--- src/imusp_consts.svh ---
// Constants of the serial port limiter and flash write counter.
// Assumes a single 10 MHz system clock; all times are converted to its cycles here.
// What this block does
// - Keep a 32-bit count of flash writes, split in two read-only 16-bit halves.
// - Low half reads at 0x7C/0x7D, high half at 0x7E/0x7F; not writable.
// - At decimation zero and full speed, twelve reads fit between data-ready pulses.
// - More reads than the budget in one interval flag a datapath overrun.
// - Read budget scales with decimation rate; setting 2 triples it.
// - Slower clocking or longer stalls use up the read budget faster.
// - Traffic runs in 16-bit segments; a broken count stops the port answering.
// - Too few clocks lock the port until the reset pin or power cycle.
// - Sensor words are 16 bits wide; each read returns one 16-bit word.
// - Decimation setting plus one gives the decimation rate.
`ifndef IMUSP_CONSTS_SVH
`define IMUSP_CONSTS_SVH

`define IMUSP_ADDR_CNT_LOW    7'h7C
`define IMUSP_ADDR_CNT_HIGH   7'h7E
`define IMUSP_BIT_LAST        5'h0F
`define IMUSP_BIT_ZERO        5'h00
`define IMUSP_RECOVER_EDGES   6'h11
`define IMUSP_EDGE_MAX        6'h3F
`define IMUSP_READS_PER_DR    16'h000C
`define IMUSP_READ_COST       16'h0001
`define IMUSP_SLOW_COST       16'h0002
`define IMUSP_CNT_RST         32'h0000_0000
`define IMUSP_WORD_RST        16'h0000
`define IMUSP_PINS_IDLE       3'h6
`define IMUSP_SEG_LEN_MAX     16'hFFFF

`define IMUSP_CLK_PERIOD_NS   100
// Shortest segment at top clock rate plus minimum stall
`define IMUSP_SEG_MIN_NS      17600
`define IMUSP_SEG_MIN_CYC     ((`IMUSP_SEG_MIN_NS + `IMUSP_CLK_PERIOD_NS - 1) / `IMUSP_CLK_PERIOD_NS)
// Longest segment that still earns the full budget: 10% above minimum, rounded down
`define IMUSP_SEG_SLOW_CYC    ((`IMUSP_SEG_MIN_NS * 11 / 10) / `IMUSP_CLK_PERIOD_NS)

`endif

--- src/imusp_pkg.sv ---
// Types shared by the serial port limiter.
// Assumes imusp_consts.svh supplies the numeric constants.
`default_nettype none
package imusp_pkg;

   typedef enum logic [2:0] {
      PS_READY   = 3'b001,
      PS_OVERRUN = 3'b010,
      PS_LOCKED  = 3'b100
   } imusp_state_e;

   typedef struct packed {
      logic sclk;
      logic cs_n;
      logic din;
   } imusp_pins_s;

   typedef struct packed {
      logic       wr;
      logic [6:0] addr;
      logic [7:0] data;
   } imusp_cmd_s;

endpackage
`default_nettype wire

--- src/imusp_port.sv ---
// Serial slave port with read budget, overrun flag, lock-up and flash write counter.
// Assumes pins arrive asynchronously, sclk well below a quarter of clk_sys_i,
// and that register read data is valid combinationally from reg_addr_o.
`timescale 1ns/1ps
`default_nettype none
`include "imusp_consts.svh"

module imusp_port #(
   parameter int DEC_W = 11
) (
   // System
   input  wire logic                  clk_sys_i,
   input  wire logic                  nrst_i,
   // Serial pins
   input  wire imusp_pkg::imusp_pins_s pins_i,
   output logic                       dout_o,
   // Device events and settings
   input  wire logic                  data_ready_i,
   input  wire logic                  flash_write_i,
   input  wire logic [DEC_W-1:0]      decimation_setting_i,
   input  wire logic                  diag_clear_i,
   // Register space
   output logic [6:0]                 reg_addr_o,
   output logic                       reg_rd_o,
   output logic                       reg_wr_o,
   output logic [7:0]                 reg_wdata_o,
   input  wire logic [15:0]           reg_rdata_i,
   // Status
   output logic                       overrun_flag_o,
   output logic                       port_locked_o
);

   // Pin synchroniser; q1 feeds only q2
   imusp_pkg::imusp_pins_s pins_q1, pins_q2, pins_q3;
   always_ff @(posedge clk_sys_i) begin
      if (!nrst_i) begin
         pins_q1 <= `IMUSP_PINS_IDLE;
         pins_q2 <= `IMUSP_PINS_IDLE;
         pins_q3 <= `IMUSP_PINS_IDLE;
      end else begin
         pins_q1 <= pins_i;
         pins_q2 <= pins_q1;
         pins_q3 <= pins_q2;
      end
   end

   logic sclk_rise, sclk_fall, cs_act, cs_rise, cs_fall;
   always_comb begin
      cs_act    = !pins_q2.cs_n;
      sclk_rise = cs_act && pins_q2.sclk && !pins_q3.sclk;
      sclk_fall = cs_act && !pins_q2.sclk && pins_q3.sclk;
      cs_rise   = pins_q2.cs_n && !pins_q3.cs_n;
      cs_fall   = !pins_q2.cs_n && pins_q3.cs_n;
   end

   // Flash write counter, never written from the port
   logic [31:0] flash_cnt, next_flash_cnt;
   always_comb begin
      next_flash_cnt = flash_cnt;
      if (flash_write_i) begin
         next_flash_cnt = flash_cnt + 32'h0000_0001;
      end
   end
   always_ff @(posedge clk_sys_i) begin
      if (!nrst_i) begin
         flash_cnt <= `IMUSP_CNT_RST;
      end else begin
         flash_cnt <= next_flash_cnt;
      end
   end

   // Serial engine
   imusp_pkg::imusp_state_e state, next_state;
   logic [4:0]  bit_cnt, next_bit_cnt;
   logic [5:0]  edge_tot, next_edge_tot;
   logic        seg_any, next_seg_any;
   logic [15:0] rx, next_rx;
   logic [15:0] tx, next_tx;
   logic [15:0] seg_len, next_seg_len;
   logic [6:0]  next_reg_addr;
   logic        next_reg_rd, next_reg_wr;
   logic [7:0]  next_reg_wdata;
   logic        next_dout;
   logic        seg_end, rd_ev;
   imusp_pkg::imusp_cmd_s cmd;

   always_comb begin
      next_state     = state;
      next_bit_cnt   = bit_cnt;
      next_edge_tot  = edge_tot;
      next_seg_any   = seg_any;
      next_rx        = rx;
      next_tx        = tx;
      next_seg_len   = seg_len;
      next_reg_addr  = reg_addr_o;
      next_reg_rd    = 1'b0;
      next_reg_wr    = 1'b0;
      next_reg_wdata = reg_wdata_o;
      cmd            = {rx[14:0], pins_q2.din};
      seg_end        = sclk_rise && (bit_cnt == `IMUSP_BIT_LAST);
      rd_ev          = seg_end && (state == imusp_pkg::PS_READY) && !cmd.wr;
      if (seg_len != `IMUSP_SEG_LEN_MAX) begin
         next_seg_len = seg_len + 16'h0001;
      end
      if (cs_fall || seg_end) begin
         next_seg_len = `IMUSP_WORD_RST;
      end
      if (sclk_rise) begin
         next_rx      = cmd;
         next_bit_cnt = bit_cnt + 5'h01;
         if (edge_tot != `IMUSP_EDGE_MAX) begin
            next_edge_tot = edge_tot + 6'h01;
         end
      end
      // Shift out on the falling edge after each sampled bit except the last bit of a segment
      if (sclk_fall && (bit_cnt != `IMUSP_BIT_ZERO)) begin
         next_tx = {tx[14:0], 1'b0};
      end
      if (seg_end) begin
         next_bit_cnt = `IMUSP_BIT_ZERO;
         next_seg_any = 1'b1;
         next_tx      = `IMUSP_WORD_RST;
         if (state == imusp_pkg::PS_READY) begin
            next_reg_addr = cmd.addr;
            if (cmd.wr) begin
               // Counter halves are read-only
               next_reg_wr    = (cmd.addr[6:2] != 5'(`IMUSP_ADDR_CNT_LOW >> 2));
               next_reg_wdata = cmd.data;
            end else begin
               next_reg_rd = 1'b1;
            end
         end
      end
      // Answer lands in the next segment; one 16-bit word per read
      if (reg_rd_o) begin
         if (reg_addr_o[6:1] == 6'(`IMUSP_ADDR_CNT_LOW >> 1)) begin
            next_tx = flash_cnt[15:0];
         end else if (reg_addr_o[6:1] == 6'(`IMUSP_ADDR_CNT_HIGH >> 1)) begin
            next_tx = flash_cnt[31:16];
         end else begin
            next_tx = reg_rdata_i;
         end
      end
      if (cs_rise) begin
         next_bit_cnt  = `IMUSP_BIT_ZERO;
         next_edge_tot = 6'h00;
         next_seg_any  = 1'b0;
         case (state)
            imusp_pkg::PS_READY: begin
               if (bit_cnt != `IMUSP_BIT_ZERO) begin
                  // Extra clocks are recoverable, a short frame is not
                  next_state = seg_any ? imusp_pkg::PS_OVERRUN
                                       : imusp_pkg::PS_LOCKED;
               end
            end
            imusp_pkg::PS_OVERRUN: begin
               if (edge_tot == `IMUSP_RECOVER_EDGES) begin
                  next_state = imusp_pkg::PS_READY;
               end
            end
            imusp_pkg::PS_LOCKED: begin
               next_state = imusp_pkg::PS_LOCKED;
            end
            default: begin
               next_state = imusp_pkg::PS_LOCKED;
            end
         endcase
      end
      next_dout = cs_act && (next_state == imusp_pkg::PS_READY) && next_tx[15];
   end

   always_ff @(posedge clk_sys_i) begin
      if (!nrst_i) begin
         state         <= imusp_pkg::PS_READY;
         bit_cnt       <= `IMUSP_BIT_ZERO;
         edge_tot      <= 6'h00;
         seg_any       <= 1'b0;
         rx            <= `IMUSP_WORD_RST;
         tx            <= `IMUSP_WORD_RST;
         seg_len       <= `IMUSP_WORD_RST;
         reg_addr_o    <= 7'h00;
         reg_rd_o      <= 1'b0;
         reg_wr_o      <= 1'b0;
         reg_wdata_o   <= 8'h00;
         dout_o        <= 1'b0;
         port_locked_o <= 1'b0;
      end else begin
         state         <= next_state;
         bit_cnt       <= next_bit_cnt;
         edge_tot      <= next_edge_tot;
         seg_any       <= next_seg_any;
         rx            <= next_rx;
         tx            <= next_tx;
         seg_len       <= next_seg_len;
         reg_addr_o    <= next_reg_addr;
         reg_rd_o      <= next_reg_rd;
         reg_wr_o      <= next_reg_wr;
         reg_wdata_o   <= next_reg_wdata;
         dout_o        <= next_dout;
         port_locked_o <= (next_state == imusp_pkg::PS_LOCKED);
      end
   end

   // Read budget per data-ready interval
   logic [15:0] budget, rd_cnt, next_rd_cnt, rd_cost;
   logic        next_overrun;
   always_comb begin
      // Rate is setting plus one; budget grows with it
      budget = `IMUSP_READS_PER_DR * (16'(decimation_setting_i) + 16'h0001);
      // A slow segment eats two slots: the datapath keeps running meanwhile
      rd_cost = (seg_len > 16'(`IMUSP_SEG_SLOW_CYC)) ? `IMUSP_SLOW_COST
                                                    : `IMUSP_READ_COST;
      next_rd_cnt = rd_cnt;
      if (data_ready_i) begin
         next_rd_cnt = `IMUSP_WORD_RST;
      end
      if (rd_ev) begin
         next_rd_cnt = (data_ready_i ? `IMUSP_WORD_RST : rd_cnt) + rd_cost;
      end
      next_overrun = overrun_flag_o;
      if (diag_clear_i) begin
         next_overrun = 1'b0;
      end
      // Set beats clear
      if (rd_ev && (next_rd_cnt > budget)) begin
         next_overrun = 1'b1;
      end
   end

   always_ff @(posedge clk_sys_i) begin
      if (!nrst_i) begin
         rd_cnt         <= `IMUSP_WORD_RST;
         overrun_flag_o <= 1'b0;
      end else begin
         rd_cnt         <= next_rd_cnt;
         overrun_flag_o <= next_overrun;
      end
   end
endmodule // imusp_port
`default_nettype wire

--- config.mk ---
export PLATFORM = sky130hd
export DESIGN_NAME = imusp_port
export DESIGN_NICKNAME = d
export VERILOG_FILES = /design/src/imusp_pkg.sv /design/src/imusp_port.sv
export VERILOG_INCLUDE_DIRS = /design/src
export SDC_FILE = /design/constraint.sdc
export NUM_CORES = 1
export LEC_CHECK = 0
export ABC_AREA = 1
export BUFFER_PORTS_ARGS = -buffer_cell sky130_fd_sc_hd__buf_2
export CORE_MARGIN = 1.5
export CORE_UTILIZATION = 48
export CTS_CLUSTER_DIAMETER = 60
export DETAILED_ROUTE_END_ITERATION = 8
export PLACE_DENSITY = 0.66
export SETUP_SLACK_MARGIN = 0.05
export SLEW_MARGIN = 20
export SYNTH_ARGS = -nofsm -noshare
export SYNTH_HDL_FRONTEND = slang
export SYNTH_SLANG_ARGS = --single-unit
--- constraint.sdc ---
create_clock -name clk_sys_i -period 4.76 [get_ports clk_sys_i]
set_input_delay 0.952 -clock clk_sys_i [delete_from_list [all_inputs] [get_ports clk_sys_i]]
set_output_delay 0.952 -clock clk_sys_i [all_outputs]
set_load 0.02 [all_outputs]
==> flow_summary.ini <==
[sta]
worstMarginPinSlew_ns = 0.699
finalHoldViolCount = 0
finalSetupViolCount = 0
finalSetupTns_ns = 0
slew_violations = 0
fin_skew_ns = 0.00924
rsz0062_at_grt = false
period_minus_slack_ns = 3.71
max_slew_margin_pct = 53.3
whs_ns = 0.414
fmax_mhz = 269
fin_crit_sh_pct = 78.0

[place]
placed_area_mm2 = 0.00862
dp_hpwl_um = 13800
gp_congestion = 0.886
dp_cells = 1446
portBuffers = 54

[worst_setup_path]
worst_path_max_delay_cell = ha_1
cp-end-kind = flip-flop
rr_worst_depth = 22
worst-path-buf-inv = 2
critPathLaunchType = primary input
arrival_ns = 4.00
critPathMaxFanout = 5
worstPathRequired_ns = 5.04
crit_family = simple AND/OR/NAND/NOR gates
worstPathCellList = buf_2, ha_1, nand2_1, nor3_1, nand4_1, xor2_1, inv_1, ha_1, nand2_1, nor2_1, nand3_1, nand4_1, xor2_1, ha_1, a21oi_1, o21ai_0, nor2_1, a21oi_1, nand2_1, a21oi_1
critical_path_class = in2reg
critical-path-max-stage-delay_ns = 0.39
cp.depth = 20

[pwr]
vdd_ir_drop_max_mv = 0.273
power_switching_mw = 0.654
power_frac_seq_pct = 42.0
swShare_pct = 23.5
power_density_mw_per_mm2 = 301
p_leak_nw = 3.85
p_int_mw = 2.13
comb_power_share_pct = 7.0
pwr-share-clk_pct = 51.0
report.power.total_mw = 2.79

[hold_path]
hold_depth = 1
holdCritPathClass = reg2reg

[routing]
final_antenna_net_count = 0
vias_per_cell = 5.12
wl_per_cell_um = 12.8
firstDrtPassIters = 6
drtIter0Drc = 383
routed-via-count = 7571
drc = 0
wl_um = 18900

[synthesis]
synth_top_area_share_pct = 33.7
ys_seq_area_share_pct = 33.7
avgSynthCellArea_um2 = 6.84
ys_ff_latch = 138
syn-instance-count = 1198
yosys_warnings = 0
synth_fp_nets = 1273
syn_area_mm2 = 0.00820
synth.area.top_cells = dfxtp_1 (34%), nand2_1 (11%), nor2_1 (6.8%), o21ai_0 (6.7%), inv_1 (6.6%)
synth_largest_area_cell = dfxtp_1
synth_cell_types = 48

[cts]
clk_pin_slew_worst_paths_ns = 0.06
clock_sinks = 138
clockBufferDepth = 2
cts_setup_buffers = 0
cts_tree = done
clk_latency_ns = 0.42
cts.hold.buffers_added = 0
cts-root-buf = clkbuf_16
cts_made_buffers = 17
cts_resized = 0
htreeDepth = 4

[layout]
layout_common_cells = nand2_1 (246), nor2_1 (149), inv_1 (144), dfxtp_1 (138), o21ai_0 (110)
fin_cells = 1478
final_area_mm2 = 0.00926
syn2layout_area_growth_pct = 13.0
drive_above_1_share_pct = 12.4
layout_commonest_cell = nand2_1
antennaDiodeCount = 0
fin_nets = 1320

[grt]
grt_max_degree = 70
grt_pass1_wl_um = 32100
track_usage_pct = 22.2
grt_overflow = 0
grt_pass1_vias = 6945
antenna_found_initial = 0

[die]
die_h_um = 134
core-area_mm2 = 0.0166
io_pins = 55
fp.dieW_um = 134
die-area_mm2 = 0.0179
rows = 47
start_util_pct = 49.3

[job]
drv_cap = 0

[run_status]
status = finished clean
worst paths after layout:
path                           start             end  slack, ns
max          decimation_setting_i[0]  overrun_flag_o       1.05
min                       pins_q1[2]      pins_q2[2]       0.41
max reg2reg               seg_len[0]  overrun_flag_o       1.06
min reg2reg               pins_q1[2]      pins_q2[2]       0.41
area by class of cell:
cell class / count / area [um^2]
clock buffers: 19 / 443
clock inverters: 13 / 193
fillers: 1637 / 7380
inverters: 158 / 602
multi-input cells: 874 / 4700
flip-flops and latches: 138 / 2760
well taps: 220 / 275
repair buffers: 56 / 285
stage by stage:
| step | setup slack (ns) | utilization, % |
|---|---|---|
| finish | 1.05 | 55.7 |
| global route | 0.627 | 55.7 |
| CTS | 1.03 | 55.6 |
| detailed placement | 0.588 | 51.8 |
| global placement | 0.691 | 51.8 |
| floorplan | 1.13 | - |
synth_stat cells (all sizes together):
cell / n
nand2: 260
nor2: 169
inv: 152
dfxtp: 138
o21ai: 113
a21oi: 77
nand3: 57
nor3: 45
ha: 39
xor2: 32
clkbuf: 19
nand4: 19
o211ai: 13
buf: 9
o21bai: 8
or2: 8
xnor2: 7
a31oi: 6
clkinv: 6
nor4: 4
a211oi: 3
nand3b: 3
and2: 2
o21a: 2
a22oi: 1
a311oi: 1
a31o: 1
and3: 1
fa: 1
nor3b: 1
o31ai: 1
state kept, by name (all words and copies together) (netlist names), 2 cells and up:
register and flops:
rd_cnt 16, rx 15, reg_wdata_o 8, pins_q3 2, flash_cnt 32, reg_addr_o 7, bit_cnt 5, pins_q2 2
seg_len 16, tx 16, state 3, edge_tot 6, pins_q1 3
logic make-up (layout without fill, tap and decap cells):
| family | count (synthesis) | count (layout) | synth area share [%] |
|---|---|---|---|
| simple gates | 569 | 569 | 32.1 |
| compound gates | 226 | 226 | 14.9 |
| buf+inv | 186 | 246 | 8.99 |
| flops | 138 | 138 | 33.7 |
| fa+ha+maj | 40 | 40 | 6.20 |
| xor+xnor | 39 | 39 | 4.17 |
power groups by stage:
stage	Combinational, mW	Sequential, mW	Clock (mW)
after detailed placement	0.196	1.20	0
after global placement	0.195	1.20	0
after floorplan	0.146	1.19	0
after CTS	0.198	1.17	1.44
after global routing	0.225	1.17	1.50
final	0.196	1.17	1.42
worst reg2reg max path, cell delays in order, from the launching register on:
cell and delay [ns]:
dfxtp_1 0.49, inv_1 0.08, ha_1 0.19, o21ai_0 0.23
nand3_1 0.13, nand2_1 0.15, inv_1 0.06, ha_1 0.25
fa_1 0.40, inv_1 0.16, nor2_1 0.08, nand3_1 0.12
xor2_1 0.15, nand2_1 0.06, o21ai_0 0.10, inv_1 0.09
ha_1 0.28, nand4_1 0.09, a21oi_1 0.15, nor2_1 0.06
a21oi_1 0.14, nand2_1 0.06, a21oi_1 0.10
routing by layer:
metal  wire length (um)  up-vias  track usage (%)  part of all wire, %
met5                  0        -                0                    0
met4                303        0             6.46                  1.6
met3                785       27             4.41                  4.2
met2               8640      153             35.8                   46
met1               9120     3389             30.0                   48
li1                   -     4002                -                    -
Note: power is estimated with default switching activity, not from simulation.
